**src/verilog/reset_seq_pkg.sv**
```systemverilog
// Constants, offsets and types of the reset sequencer
package reset_seq_pkg;
    localparam int CLK_PERIOD_NS = 100;
    localparam int TCL_NS = CLK_PERIOD_NS / 2;
    localparam int SEQ_TCL = 1024;
    localparam int FLASH_TCL = 32;
    localparam int SAMPLE_TCL = 8;
    localparam int LOW_MIN_TCL = 4;
    localparam logic [9:0] SEQ_CYC =
        10'(SEQ_TCL * TCL_NS / CLK_PERIOD_NS);
    localparam logic [9:0] FLASH_CYC =
        10'(FLASH_TCL * TCL_NS / CLK_PERIOD_NS);
    localparam logic [9:0] SAMPLE_CYC =
        10'(SAMPLE_TCL * TCL_NS / CLK_PERIOD_NS);
    localparam logic [2:0] LOW_MIN_CYC =
        3'((LOW_MIN_TCL * TCL_NS + CLK_PERIOD_NS - 1) / CLK_PERIOD_NS);
    // Register byte offsets
    localparam logic [7:0] ADDR_SYSCFG = 8'h00;
    localparam logic [7:0] ADDR_CMD = 8'h04;
    localparam logic [7:0] ADDR_STATUS = 8'h08;
    localparam logic [7:0] ADDR_CFGLAT = 8'h0C;
    // Field positions
    localparam int BIT_BIDIR = 3;
    localparam int BIT_PDPU = 5;
    localparam int CMD_SWRST = 0;
    localparam int CMD_END_OF_INIT_INSTR = 1;
    localparam int FL_LHWR = 0;
    localparam int FL_SHWR = 1;
    localparam int FL_SWR = 2;
    localparam int FL_WDTR = 3;
    localparam int FL_ASYNC = 4;
    localparam int STAT_END_OF_INIT_INSTR = 8;
    localparam int STAT_INRST = 9;
    localparam logic [4:0] FLAGS_RST = 5'h00;
    localparam logic [15:0] CFG_RST = 16'h0000;
    // Synchroniser lanes
    localparam int SY_FILT = 0;
    localparam int SY_PD = 1;
    localparam int SY_RDY = 2;
    localparam int SY_PIN = 3;
    localparam int SY_EA = 4;
    localparam int SY_PORT = 5;
    localparam int SY_W = 21;
    typedef enum logic [2:0] {
        ST_RUN, ST_BUSWAIT, ST_SEQ, ST_SAMPLE, ST_WATCH, ST_LONG
    } state_t;
    typedef enum logic [1:0] {K_HW, K_SW, K_WDT} kind_t;
endpackage

```
**src/verilog/reset_sequencer.sv**
```systemverilog
// Reset sequencer with watchdog and bidirectional reset pin
//
// Local design decisions: the APB register port and the register addresses.
`timescale 1ns/10ps
`default_nettype none
module reset_sequencer
    import reset_seq_pkg::*;
(
    input wire logic core_clk,
    input wire logic rst_n,
    input wire logic psel,
    input wire logic penable,
    input wire logic pwrite,
    input wire logic [7:0] paddr,
    input wire logic [31:0] pwdata,
    output logic [31:0] prdata,
    output logic pready,
    output logic pslverr,
    input wire logic reset_in_pin_i,
    output logic reset_in_pin_o,
    output logic reset_in_pin_oe,
    input wire logic filtered_reset_in,
    input wire logic power_down_detect_pin,
    output logic pd_pulldown_en,
    output logic pd_pullup_en,
    output logic reset_out_pin,
    output logic core_reset_n,
    input wire logic external_access_select,
    input wire logic [15:0] config_port,
    output logic [15:0] config_latched,
    input wire logic wdog_overflow,
    input wire logic bus_cycle_active,
    input wire logic bus_ready_used,
    input wire logic bus_wait_done,
    input wire logic ready_pin,
    output logic bus_abort
);
    localparam int A_SEQ_LO = 511;
    localparam int A_SEQ_EXT = 17;

    logic [SY_W-1:0] sync1_ff, sync2_ff;
    state_t state_ff, nxt_state;
    kind_t kind_ff, nxt_kind;
    logic [9:0] cnt_ff, nxt_cnt;
    logic [2:0] low_ff, nxt_low;
    logic [4:0] flags_ff, nxt_flags;
    logic [15:0] cfg_ff, nxt_cfg;
    logic bidir_en_ff, nxt_bidir_en;
    logic pdpu_cfg_ff, nxt_pdpu_cfg;
    logic pullup_ff, nxt_pullup;
    logic drive_ff, nxt_drive;
    logic reset_out_pin_ff, nxt_reset_out_pin;
    logic end_of_init_instr_ff, nxt_end_of_init_instr;
    logic core_ff, nxt_core;
    logic abort_ff, nxt_abort;
    logic pulldown_ff, nxt_pulldown;
    logic pready_ff, nxt_pready;
    logic pslverr_ff, nxt_pslverr;
    logic [31:0] prdata_ff, nxt_prdata;
    logic filt_low, pd_low, wr_en, sw_req;
    logic start, start_async;
    kind_t start_kind;
    logic [9:0] seq_last;

    // Address decode for the error answer; the read mux compares paddr itself
    function automatic logic mapped(input logic [7:0] a);
        if (a == ADDR_SYSCFG) begin
            mapped = 1'b1;
        end else if (a == ADDR_CMD) begin
            mapped = 1'b1;
        end else if (a == ADDR_STATUS) begin
            mapped = 1'b1;
        end else if (a == ADDR_CFGLAT) begin
            mapped = 1'b1;
        end else begin
            mapped = 1'b0;
        end
    endfunction

    // Latch the port for the kind of reset that just ended
    function automatic logic [15:0] latch_cfg(input kind_t k,
        input logic [15:0] old, input logic [15:0] port);
        logic [15:0] v;
        v = port;
        if (k != K_HW) begin
            v = old;
            v[12:8] = port[12:8];
            v[7:2] = 6'h3F;
        end
        latch_cfg = v;
    endfunction

    // Two-stage synchronisers for all pins
    always_ff @(posedge core_clk or negedge rst_n) begin
        if (!rst_n) begin
            sync1_ff <= 21'h1FFFFF;
            sync2_ff <= 21'h1FFFFF;
        end else begin
            sync1_ff <= {config_port, external_access_select,
                reset_in_pin_i, ready_pin, power_down_detect_pin,
                filtered_reset_in};
            sync2_ff <= sync1_ff;
        end
    end

    assign filt_low = !sync2_ff[SY_FILT];
    assign pd_low = !sync2_ff[SY_PD];
    assign wr_en = psel && penable && pwrite && pready_ff;
    assign sw_req = wr_en && (paddr == ADDR_CMD) && pwdata[CMD_SWRST];
    assign seq_last = sync2_ff[SY_EA] ? SEQ_CYC + FLASH_CYC - 10'h001
                                      : SEQ_CYC - 10'h001;

    // APB slave: one wait state, error on unmapped address
    always_comb begin
        nxt_pready = psel && penable && !pready_ff;
        nxt_pslverr = nxt_pready && !mapped(paddr);
        nxt_prdata = 32'h00000000;
        if (nxt_pready && !pwrite) begin
            if (paddr == ADDR_SYSCFG) begin
                nxt_prdata[BIT_BIDIR] = bidir_en_ff;
                nxt_prdata[BIT_PDPU] = pdpu_cfg_ff;
            end else if (paddr == ADDR_STATUS) begin
                nxt_prdata[4:0] = flags_ff;
                nxt_prdata[STAT_END_OF_INIT_INSTR] = end_of_init_instr_ff;
                nxt_prdata[STAT_INRST] = !core_ff;
            end else if (paddr == ADDR_CFGLAT) begin
                nxt_prdata[15:0] = cfg_ff;
            end
        end
    end

    always_ff @(posedge core_clk or negedge rst_n) begin
        if (!rst_n) begin
            pready_ff <= 1'b0;
            pslverr_ff <= 1'b0;
            prdata_ff <= 32'h00000000;
        end else begin
            pready_ff <= nxt_pready;
            pslverr_ff <= nxt_pslverr;
            prdata_ff <= nxt_prdata;
        end
    end

    // Reset sequence control and configuration bits
    always_comb begin
        nxt_state = state_ff;
        nxt_kind = kind_ff;
        nxt_cnt = cnt_ff;
        nxt_low = 3'h0;
        nxt_flags = flags_ff;
        nxt_cfg = cfg_ff;
        nxt_bidir_en = bidir_en_ff;
        nxt_pdpu_cfg = pdpu_cfg_ff;
        nxt_pullup = pullup_ff;
        nxt_drive = drive_ff;
        nxt_reset_out_pin = reset_out_pin_ff;
        nxt_end_of_init_instr = end_of_init_instr_ff;
        nxt_core = core_ff;
        nxt_abort = 1'b0;
        start = 1'b0;
        start_async = 1'b0;
        start_kind = K_HW;
        // Saturating low count; a wrap would hide a long low input
        if (filt_low) begin
            nxt_low = (low_ff == 3'h7) ? low_ff : low_ff + 3'h1;
        end
        if (wr_en && paddr == ADDR_SYSCFG) begin
            if (!end_of_init_instr_ff) begin
                nxt_bidir_en = pwdata[BIT_BIDIR];
            end
            nxt_pdpu_cfg = pwdata[BIT_PDPU];
        end
        if (wr_en && paddr == ADDR_STATUS) begin
            nxt_flags = flags_ff & ~pwdata[4:0];
        end
        if (wr_en && paddr == ADDR_CMD && pwdata[CMD_END_OF_INIT_INSTR]
            && core_ff && state_ff == ST_RUN) begin
            nxt_end_of_init_instr = 1'b1;
            nxt_reset_out_pin = 1'b1;
        end
        case (state_ff)
            ST_RUN: begin
                if (filt_low && pd_low) begin
                    start = 1'b1;
                    start_async = 1'b1;
                end else if (filt_low && low_ff >= LOW_MIN_CYC - 3'h1) begin
                    start = 1'b1;
                end else if (sw_req) begin
                    start = 1'b1;
                    start_kind = K_SW;
                end else if (wdog_overflow) begin
                    if (bus_cycle_active) begin
                        nxt_state = ST_BUSWAIT;
                    end else begin
                        start = 1'b1;
                        start_kind = K_WDT;
                    end
                end
            end
            ST_BUSWAIT: begin
                if (!bus_cycle_active) begin
                    start = 1'b1;
                    start_kind = K_WDT;
                end else if (bus_wait_done && bus_ready_used
                             && sync2_ff[SY_RDY]) begin
                    nxt_abort = 1'b1;
                    start = 1'b1;
                    start_kind = K_WDT;
                end
            end
            ST_SEQ: begin
                nxt_cnt = cnt_ff + 10'h001;
                if (kind_ff != K_HW && pd_low) begin
                    nxt_drive = 1'b0;
                end
                if (cnt_ff >= seq_last) begin
                    nxt_drive = 1'b0;
                    nxt_pullup = pdpu_cfg_ff;
                    nxt_cnt = 10'h000;
                    if (kind_ff == K_HW) begin
                        nxt_state = ST_SAMPLE;
                    end else begin
                        nxt_cfg = latch_cfg(kind_ff, cfg_ff,
                            sync2_ff[20:5]);
                        nxt_core = 1'b1;
                        nxt_state = ST_WATCH;
                    end
                end
            end
            ST_SAMPLE: begin
                nxt_cnt = cnt_ff + 10'h001;
                if (cnt_ff == SAMPLE_CYC - 10'h001) begin
                    if (filt_low) begin
                        nxt_flags[FL_LHWR] = 1'b1;
                        nxt_state = ST_LONG;
                    end else begin
                        nxt_cfg = latch_cfg(K_HW, cfg_ff, sync2_ff[20:5]);
                        nxt_core = 1'b1;
                        nxt_state = ST_RUN;
                    end
                end
            end
            ST_LONG: begin
                if (!filt_low) begin
                    nxt_cfg = latch_cfg(K_HW, cfg_ff, sync2_ff[20:5]);
                    nxt_core = 1'b1;
                    nxt_state = ST_RUN;
                end
            end
            ST_WATCH: begin
                nxt_cnt = cnt_ff + 10'h001;
                if (cnt_ff == SAMPLE_CYC - 10'h001) begin
                    nxt_state = ST_RUN;
                    if (filt_low && low_ff >= LOW_MIN_CYC - 3'h1) begin
                        start = 1'b1;
                    end
                end
            end
            default: begin
                nxt_state = ST_RUN;
            end
        endcase
        // Common entry into the internal sequence
        if (start) begin
            nxt_state = ST_SEQ;
            nxt_kind = start_kind;
            nxt_cnt = 10'h000;
            nxt_core = 1'b0;
            nxt_reset_out_pin = 1'b0;
            nxt_end_of_init_instr = 1'b0;
            nxt_bidir_en = 1'b0;
            nxt_pullup = 1'b0;
            // Watchdog and software drive the pin only while detect is high; hardware ignores detect
            nxt_drive = bidir_en_ff && (start_kind == K_HW || !pd_low);
            if (start_kind == K_HW) begin
                nxt_flags = 5'h00;
                nxt_flags[FL_SHWR] = 1'b1;
                nxt_flags[FL_LHWR] = start_async;
                nxt_flags[FL_ASYNC] = start_async;
            end else if (start_kind == K_SW) begin
                nxt_flags = 5'h00;
                nxt_flags[FL_SWR] = 1'b1;
            end else begin
                nxt_flags = 5'h00;
                nxt_flags[FL_WDTR] = 1'b1;
            end
        end
        nxt_pulldown = !sync2_ff[SY_PIN] || drive_ff;
    end

    always_ff @(posedge core_clk or negedge rst_n) begin
        if (!rst_n) begin
            state_ff <= ST_RUN;
            kind_ff <= K_HW;
            cnt_ff <= 10'h000;
            low_ff <= 3'h0;
            flags_ff <= FLAGS_RST;
            cfg_ff <= CFG_RST;
            bidir_en_ff <= 1'b0;
            pdpu_cfg_ff <= 1'b0;
            pullup_ff <= 1'b0;
            drive_ff <= 1'b0;
            reset_out_pin_ff <= 1'b0;
            end_of_init_instr_ff <= 1'b0;
            core_ff <= 1'b1;
            abort_ff <= 1'b0;
            pulldown_ff <= 1'b0;
        end else begin
            state_ff <= nxt_state;
            kind_ff <= nxt_kind;
            cnt_ff <= nxt_cnt;
            low_ff <= nxt_low;
            flags_ff <= nxt_flags;
            cfg_ff <= nxt_cfg;
            bidir_en_ff <= nxt_bidir_en;
            pdpu_cfg_ff <= nxt_pdpu_cfg;
            pullup_ff <= nxt_pullup;
            drive_ff <= nxt_drive;
            reset_out_pin_ff <= nxt_reset_out_pin;
            end_of_init_instr_ff <= nxt_end_of_init_instr;
            core_ff <= nxt_core;
            abort_ff <= nxt_abort;
            pulldown_ff <= nxt_pulldown;
        end
    end

    // Output pins straight from flops; pin drives only low
    assign prdata = prdata_ff;
    assign pready = pready_ff;
    assign pslverr = pslverr_ff;
    assign reset_in_pin_o = 1'b0;
    assign reset_in_pin_oe = drive_ff;
    assign pd_pulldown_en = pulldown_ff;
    assign pd_pullup_en = pullup_ff;
    assign reset_out_pin = reset_out_pin_ff;
    assign core_reset_n = core_ff;
    assign config_latched = cfg_ff;
    assign bus_abort = abort_ff;
endmodule
`default_nettype wire

```
**config.mk**
```make
export PLATFORM = sky130hd
export DESIGN_NAME = reset_sequencer
export DESIGN_NICKNAME = d
export VERILOG_FILES = /design/src/verilog/reset_seq_pkg.sv /design/src/verilog/reset_sequencer.sv
export SDC_FILE = /design/constraint.sdc
export NUM_CORES = 1
export LEC_CHECK = 0
export BUFFER_PORTS_ARGS = -buffer_cell sky130_fd_sc_hd__buf_2
export CAP_MARGIN = 0
export CORE_UTILIZATION = 40
export DETAILED_ROUTE_END_ITERATION = 12
export SLEW_MARGIN = 20
export SYNTH_ARGS = -nofsm -noshare
export SYNTH_HDL_FRONTEND = slang
export SYNTH_SLANG_ARGS = --single-unit
```
**constraint.sdc**
```tcl
create_clock -name core_clk -period 4.8 [get_ports core_clk]
set_clock_uncertainty 0.2 [all_clocks]
set_input_delay 1.44 -clock core_clk [delete_from_list [all_inputs] [get_ports core_clk]]
set_output_delay 1.44 -clock core_clk [all_outputs]
set_load 0.05 [all_outputs]
```
# Word-level counts from Yosys, hierarchy flattened

Cells that the tools add are included.

Input port bits: 70
Flip-flop bits (word level): 107
Word-level logic and storage cells: 192

Equal/unequal tests: 28
Mux-type cells: 87
Bitwise logic cells: 2
Reduce and logical (&&, ||, !) cells: 50
$add $sub $neg: 2
Magnitude comparators: 2

Operator list:

| kind                                                              | count |
|---|---|
| 16-bit two-way mux                                                | 7 |
| 3-bit two-way mux                                                 | 16 |
| 16-bit one-hot mux with 3 select lines                            | 1 |
| 1-bit two-way mux                                                 | 40 |
| 10-bit two-way mux                                                | 4 |
| 3-bit inequality test (second input constant)                     | 10 |
| 5-bit two-way mux                                                 | 4 |
| 10-bit one-hot mux with 2 select lines                            | 1 |
| 1-bit logical AND                                                 | 19 |
| 3-bit one-hot mux with 6 select lines                             | 1 |
| 8-bit by 4-bit == test with 1-bit output (second input constant)  | 2 |
| 2-bit two-way mux                                                 | 8 |
| 2-bit inequality test (second input constant)                     | 6 |
| 2-bit nonzero test                                                | 6 |
| 10-bit by 1-bit adder with 10-bit output (second input constant)  | 1 |
| 10-bit by 2-bit == test with 1-bit output (second input constant) | 1 |
| 10-bit >= comparator                                              | 1 |
| 10-bit AND reduction                                              | 1 |
| 3-bit == test (second input constant)                             | 3 |
| 3-bit nonzero test                                                | 3 |
| 8-bit by 3-bit == test with 1-bit output (second input constant)  | 1 |
| 8-bit zero test                                                   | 1 |
| 4-bit AND reduction                                               | 2 |
| 1-bit zero test                                                   | 7 |
| 19 further kinds                                                  | 25 |

# Depth between registers and ports, before layout

Gate-level depths: netlist (run 1).

Word-level depth: 13
Depth in mapped cells: 8

# Worst setup path before layout (run 1)

No wires, ideal clock.

Path type: input to register
From: input paddr[5]
To: register flags_ff[4]
Library setup time: 122 ps
Data required time: 4478 ps
Slack: 1457 ps
Buffers on the path: 1
Data arrival time: 3022 ps
Stages: 6
Cells stage by stage: or4_4 > nor4_4 > o31ai_1 > and2_1 > clkbuf_2 > a32o_1

Longest elaborated chain between the ends: 10
Elaborated cells on any way between the ends: 17
Those cells by class: 2 x eq/ne; 10 x mux; 5 x reduce/logical

Ends and longest elaborated chain:

| what                                     | RTL line               | text |
|---|---|---|
| start: declaration                       | reset_sequencer.sv:14  | `input wire logic [7:0] paddr,` |
| 8-bit by 3-bit == test with 1-bit output | reset_sequencer.sv:109 | `assign sw_req = wr_en && (paddr == ADDR_CMD) && pwdata[CMD_SWRST];` |
| 1-bit logical AND (2 in series)          | reset_sequencer.sv:109 |  |
| 2-bit two-way mux                        | reset_sequencer.sv:188 | `end else if (sw_req) begin` |
| 2-bit two-way mux                        | reset_sequencer.sv:186 | `end else if (filt_low && low_ff >= LOW_MIN_CYC - 3'h1) begin` |
| 2-bit two-way mux                        | reset_sequencer.sv:183 | `if (filt_low && pd_low) begin` |
| 2-bit one-hot mux with 2 select lines    | reset_sequencer.sv:181 | `case (state_ff)` |
| 2-bit zero test                          | reset_sequencer.sv:275 | `if (start_kind == K_HW) begin` |
| 5-bit two-way mux                        | reset_sequencer.sv:275 |  |
| 5-bit two-way mux                        | reset_sequencer.sv:264 | `if (start) begin` |
| end signal: assignment                   | reset_sequencer.sv:313 | `flags_ff <= nxt_flags;` |
| end: declaration                         | reset_sequencer.sv:46  | `logic [4:0] flags_ff, nxt_flags;` |

Several ways; a longest one is shown, not always the timed one.
A chain may end at the register's enable or synchronous reset.

# Worst setup path after layout (run 1)

From: input paddr[2]
To: register cnt_ff[2]

Longest elaborated chain between the ends: 8
Elaborated cells on any way between the ends: 9
Those cells by class: 1 x eq/ne; 5 x mux; 3 x reduce/logical

Ends and longest elaborated chain:

| what                                                                      | RTL line               | text |
|---|---|---|
| 8-bit by 3-bit == test with 1-bit output (*)                              | reset_sequencer.sv:109 |  |
| 1-bit logical AND (*) (2 in series)                                       | reset_sequencer.sv:109 |  |
| 1-bit two-way mux (*)                                                     | reset_sequencer.sv:188 |  |
| 1-bit two-way mux (*)                                                     | reset_sequencer.sv:186 |  |
| 1-bit two-way mux (*)                                                     | reset_sequencer.sv:183 |  |
| 1-bit one-hot mux with 3 select lines (*)                                 | reset_sequencer.sv:181 |  |
| 3-bit nonzero test (no source line) or 10-bit two-way mux (tied branches) | n/a                    |  |
| end signal: assignment                                                    | reset_sequencer.sv:311 | `cnt_ff <= nxt_cnt;` |
| end: declaration                                                          | reset_sequencer.sv:44  | `logic [9:0] cnt_ff, nxt_cnt;` |

Mark *: on every way between the ends. The rest lies on a longest branch, timed or not.

==> results.toml, run 1 <==
[timing]
post-route-period-util_pct = 71.8
finalWorstSetupSlack_ns = 1.36
worstMarginPinSlew_ns = 0.965
setup-violations-final = 0
finalHoldViolations = 0
drv_slew = 0
relSlewSlack_pct = 35.4
whs_ns = 0.157
clock.fmax_mhz = 290
tns_ns = 0
rsz0062_at_grt = "no"
period_minus_slack_ns = 3.44

[clock_network]
clock_sinks = 107
htree_num_levels = 3
cts_resized = 0
cts_hold_buffers = 0
clk_path_buf_depth = 2
cts_tree = "yes"
cts_setup_buffers = 0
clk_pin_slew_ns = 0.07
clk_latency_ns = 0.34
cts_buffers = 9
cts_root_buf = "clkbuf_16"

[min_path]
hp-class = "flip-flop to flip-flop"
min_delay_path_depth = 0

[detailed_routing]
vias_per_cell = 5.03
drc_errors = 0
first_pass_iters = 4
via_count = 3195
wl_per_cell_um = 15.0
postRouteAntennaNets = 0
wirelength_um = 9500
drt_iter0_markers = 185

[synth]
synth_compound_area_share_pct = 8.57
ys_async_sr_fraction_pct = 100
ys_ff_latch = 107
ys_warn_count = 0
yosysUniqueCellTypes = 54
ys_seq_area_share_pct = 59.2
synthSimpleGateAreaFrac_pct = 18.0
synthXorXnorAreaFrac_pct = 0.190
synth_top_family_by_area = "simple AND/OR/NAND/NOR gates"
synth-edff-count = 0
syn-instance-count = 409
synthAdderAreaFrac_pct = 2.71
synth_ff_type = "dfrtp_1"
netlist_area_mm2 = 0.00461
synth_area_per_cell_um2 = 11.3
synthMuxAreaShare_pct = 5.99

[critical_path]
critPathLaunchType = "input port"
cp_max_fo = 16
worstSetupPathType = "input port to flip-flop"
worst_setup_path_end_kind = "flip-flop"
cp.arrival_ns = 3.48
ff2ff_path_depth = 6
crit_required_ns = 4.83

[place]
port_buffers = 83
post_dp_cell_area_mm2 = 0.00511
post-place-ws_ns = 0.981
post-place-cells = 619
gp_congestion = 0.824
dp_hpwl_um = 6680

[floorplanning]
start_util_pct = 41.8
std_cell_rows = 38
die_h_um = 109
core_area_mm2 = 0.0110
dieWidth_um = 109
die-area_mm2 = 0.0120
ioPinCount = 127

[power_and_ir_drop]
powerDensity_mw_per_mm2 = 529
leakage_nw = 2.61
vdd_drop_max_mv = 0.284

[global_route]
grt_pass1_vias = 3132
grt_pass1_wl_um = 15500
grt_overflow_total = 0
antenna_found_initial = 0
grt_max_degree = 65
globalRouteTotalUtil_pct = 16.9

[run]
drv_cap = 0

[finish]
area_delta_synth_final_pct = 17.3
drive_gt1_share_pct = 33.5
final_area_mm2 = 0.00541
fin_nets = 570
instances_no_fill = 635
antenna_cells = 0

[status]
status = "completed"
-- final cells by class --
cell class                 count  area [um2]
clock buffer                  10         239
clock inverter                 6        65.1
fill                        1016        5620
inverter                      13        48.8
multi-input combinational    273        1700
sequential                   107        2730
tap                          140         175
timing repair buffer          86         453
-- critical path, stage by stage --
cell,delay (ns)
buf_2,0.22
nand3b_1,0.18
nor4_4,0.08
o31ai_1,0.60
nand2_1,0.54
o32ai_1,0.40
-- state kept, by name, indices dropped and copies added, names as in the netlist, 2 cells and up --
register	cells
cnt_ff	10
config_latched	16
flags_ff	5
kind_ff	2
low_ff	3
prdata	16
state_ff	3
sync1_ff	21
sync2_ff	21
-- metal layers --
layer  GRT usage, %  routed length [um]  vias to the layer above
li1               -                   -                     1555
met1           23.2                4340                     1547
met2           27.2                4640                       91
met3           2.79                 479                        2
met4           5.43                  38                        0
met5              0                   0                        -
-- power breakdown --
part | switching (mW) | leakage, nW | internal (mW)
combinational | 0.642 | 1.17 | 0.295
clock | 0.353 | 0.150 | 0.383
sequential | 0.130 | 1.29 | 1.06
-- cells by family (layout without fill, tap and decap cells) --
| kind of cell | after synthesis | after routing |
|---|---|---|
| AO/OA/AOI/OAI | 64 | 64 |
| XOR/XNOR | 1 | 1 |
| adder cells (fa/ha/maj) | 10 | 10 |
| buffers and inverters | 45 | 115 |
| flip-flops | 107 | 107 |
| multiplexers | 25 | 25 |
| other | 1 | 17 |
| AND/OR/NAND/NOR | 156 | 156 |
-- synth_stat cells (10+ instances only) --
cell type | count | area share, %
mux2i_1 | 13 | 2.8
dfstp_2 | 43 | 24
inv_1 | 13 | 1.1
a21oi_1 | 24 | 2.6
nand3_1 | 10 | 1.1
nor2_1 | 32 | 2.6
nand2_1 | 36 | 2.9
dfrtp_1 | 64 | 35
nor3_1 | 13 | 1.4
ha_1 | 10 | 2.7
and2_1 | 11 | 1.5
o21ai_0 | 11 | 1.2
buf_4 | 17 | 2.8
clkbuf_1 | 10 | 0.81
-- cells in the final DEF (no fill, tap or decap), types with 3 or more instances in the layout --
cell        n
nand2b_1    7
or3_1       5
nor2b_1     8
dfstp_2    43
mux2_4      3
nand3_1    10
nand4_1     9
nor4_1      4
a21o_1      3
o21ai_0    11
nor2_1     32
inv_1      13
dfrtp_1    64
buf_2      82
a21oi_1    24
clkbuf_16   9
and3_1      6
a21boi_0    3
o22ai_1     5
nor3_1     13
and2_1     11
ha_1       10
buf_4       3
mux2i_1    13
a31oi_1     3
nand2_1    36
conb_1     17
mux2_2      9
-- metrics by stage --
stage,util (%),total power [mW]
floorplan,-,1.92
global placement,46.3,2.13
detailed placement,46.3,2.14
CTS,49.1,2.89
global route,49.1,3.04
finish,49.1,2.86
-- worst paths after layout --
kind | start | endpoint | slack (ns)
hold reg to reg | sync1_ff[0] | sync2_ff[0] | 0.16
min in group asynchronous | rst_n | prdata[13] | 0.98
setup reg to reg | low_ff[0] | cnt_ff[2] | 1.67
hold / removal | sync1_ff[0] | sync2_ff[0] | 0.16
setup / recovery | paddr[2] | cnt_ff[2] | 1.36
max in group asynchronous | rst_n | sync2_ff[4] | 2.65
(Power assumes the default switching activity.)
==> run 2: changes to the inputs <==
--- a/config.mk
+++ b/config.mk
@@ -9,6 +9,7 @@
 export CAP_MARGIN = 0
 export CORE_UTILIZATION = 40
 export DETAILED_ROUTE_END_ITERATION = 12
+export PLACE_DENSITY = 0.66
 export SLEW_MARGIN = 20
 export SYNTH_ARGS = -nofsm -noshare
 export SYNTH_HDL_FRONTEND = slang
==> constraint.sdc (replaced) <==
create_clock -name core_clk -period 3.15 [get_ports core_clk]
set_clock_uncertainty 0.2 [all_clocks]
set_input_delay 0.945 -clock core_clk [delete_from_list [all_inputs] [get_ports core_clk]]
set_output_delay 0.945 -clock core_clk [all_outputs]
set_load 0.05 [all_outputs]
==> run 2 against run 1 <==
  * Critical path depth up 2
  * Combinational power up 59%
  * Via count up 3.7%
  * Die area unchanged
  * Non-clock buffer count up 14
  * Count of clock-buffer cells in the layout unchanged
  * First-iteration DRC count down 7.0%
  * Setup slack worse by 0.96 ns
  * Final cell count up 2.2%
  * Sequential share of layout area down 0.98 points
  * Register-to-register slack worse by 1.3 ns
  * Largest power group unchanged
  * Highest routed layer unchanged
==> results.toml, run 2 (same netlist as run 1, synthesis figures left out) <==
[power_and_ir_drop]
vdd_drop_max_mv = 0.432
p_total_mw = 4.42
leakage_nw = 2.68
powerDensity_mw_per_mm2 = 800

[clock_network]
htree_num_levels = 3
clk_pin_slew_ns = 0.08
cts_resized = 0
cts_root_buf = "clkbuf_16"
cts_hold_buffers = 0
clock_sinks = 107
clk_latency_ns = 0.34
cts_tree = "yes"
cts_buffers = 9
clk_path_buf_depth = 2
cts_setup_buffers = 0

[detailed_routing]
vias_per_cell = 5.10
postRouteAntennaNets = 0
drt_iter0_markers = 172
via_count = 3312
wl_per_cell_um = 14.5
first_pass_iters = 5
wirelength_um = 9430
drc_errors = 0

[finish]
postLayoutCoreUtil_pct = 50.0
area_delta_synth_final_pct = 19.6
instances_no_fill = 649
fillers = 1016
multiInputGateArea_mm2 = 0.00170
layout_common_cells = "buf_2 (82), dfrtp_1 (64), dfstp_2 (43)"
final_common_cell = "buf_2"
drive_gt1_share_pct = 35.4
antenna_cells = 0
final_area_mm2 = 0.00552
fin_nets = 584
seqCellArea_mm2 = 0.00273
largestRegisters = "sync1_ff x21, sync2_ff x21"

[timing]
post-route-period-util_pct = 87.5
rsz0062_at_grt = "no"
clock.fmax_mhz = 363
finalHoldViolations = 0
finalWorstSetupSlack_ns = 0.395
worstMarginPinSlew_ns = 0.640
tns_ns = 0
relSlewSlack_pct = 57.0
whs_ns = 0.142
period_minus_slack_ns = 2.76
drv_slew = 0
setup-violations-final = 0

[place]
dp_hpwl_um = 6880
post_dp_cell_area_mm2 = 0.00521
gp_congestion = 0.811
port_buffers = 83
post-place-cells = 633
post-place-ws_ns = 0.0886

[global_route]
antenna_found_initial = 0
grt_overflow_total = 0
grt_max_degree = 44
globalRouteTotalUtil_pct = 16.8
grt_pass1_wl_um = 15400
grt_pass1_vias = 3216

[floorplanning]
die-area_mm2 = 0.0120
dieWidth_um = 109
start_util_pct = 41.8
std_cell_rows = 38
ioPinCount = 127
core_area_mm2 = 0.0110
die_h_um = 109

[critical_path]
critPathMaxStageDelay_ns = 0.59
r2r_setup_slack_ns = 0.39
worst_setup_path_end_kind = "flip-flop"
path_buf_inv = 2
worstSetupPathType = "flip-flop to flip-flop"
cp_top_family = "flip-flops"
critPathLaunchType = "flip-flop"
ff2ff_path_depth = 8
cp_max_fo = 12
cp.arrival_ns = 2.79
r2r-start = "sync2_ff[4]"
regToRegEndpoint = "config_latched[9]"
crit_required_ns = 3.18
cp_cell_sequence = "inv_1 > ha_1 > nand2_1 > o21ai_0 > a2111oi_0 > buf_4 > or3_4 > mux2_4"
crit_slowest_cell = "dfstp_2"

[min_path]
min_delay_path_depth = 0
hp-class = "flip-flop to flip-flop"
min_from = "sync1_ff[11]"
whs_endpoint = "sync2_ff[11]"

[run]
drv_cap = 0

[status]
status = "completed"
-- run 2: changes by cell type in the layout (fill, tap and decap cells not counted), sizes merged --
cell	change
buf	+14
inv	-2
clkinv	+2
-- run 2: worst max-delay path by stage --
stage	startpoint	endpoint	slack, ns	cells after the start
2_1_floorplan	paddr[5]	flags_ff[4]	0.30	6
3_3_place_gp	paddr[5]	flags_ff[4]	0.17	6
3_5_place_dp	paddr[5]	reset_in_pin_oe	0.09	6
4_1_cts	sync2_ff[4]	config_latched[11]	0.40	8
5_1_grt	low_ff[0]	cnt_ff[2]	0.19	7
6_report	sync2_ff[4]	config_latched[9]	0.39	8
-- run 2: power by group --
| part | switching, mW | internal (mW) |
|---|---|---|
| Clock | 0.533 | 0.581 |
| Combinational | 0.987 | 0.500 |
| Sequential | 0.199 | 1.62 |
-- run 2: final cells by class --
class                      instances  area share (%)
multi-input combinational        273            30.8
tap                              140            3.17
clock buffer                      10            4.33
inverter                          13           0.884
timing repair buffer             100            10.1
sequential                       107            49.5
clock inverter                     6            1.22
-- run 2: worst reg2reg max path: cells and delay by family (launching register included) --
kind / cells / cell delay [ns]
and+or+nand+nor: 2 / 0.56
adders and majority gates: 1 / 0.29
buffers and inverters: 2 / 0.23
DFF: 1 / 0.59
muxes: 1 / 0.34
AOI/OAI and AO/OA: 2 / 0.45
-- run 2: per-layer routing --
metal / track usage [%] / share of wire (%) / vias to the layer above
met5: 0 / 0 / -
met4: 4.86 / 1.3 / 0
met3: 3.97 / 5.7 / 15
met2: 27.6 / 49 / 123
met1: 22.2 / 44 / 1588
li1: - / - / 1586
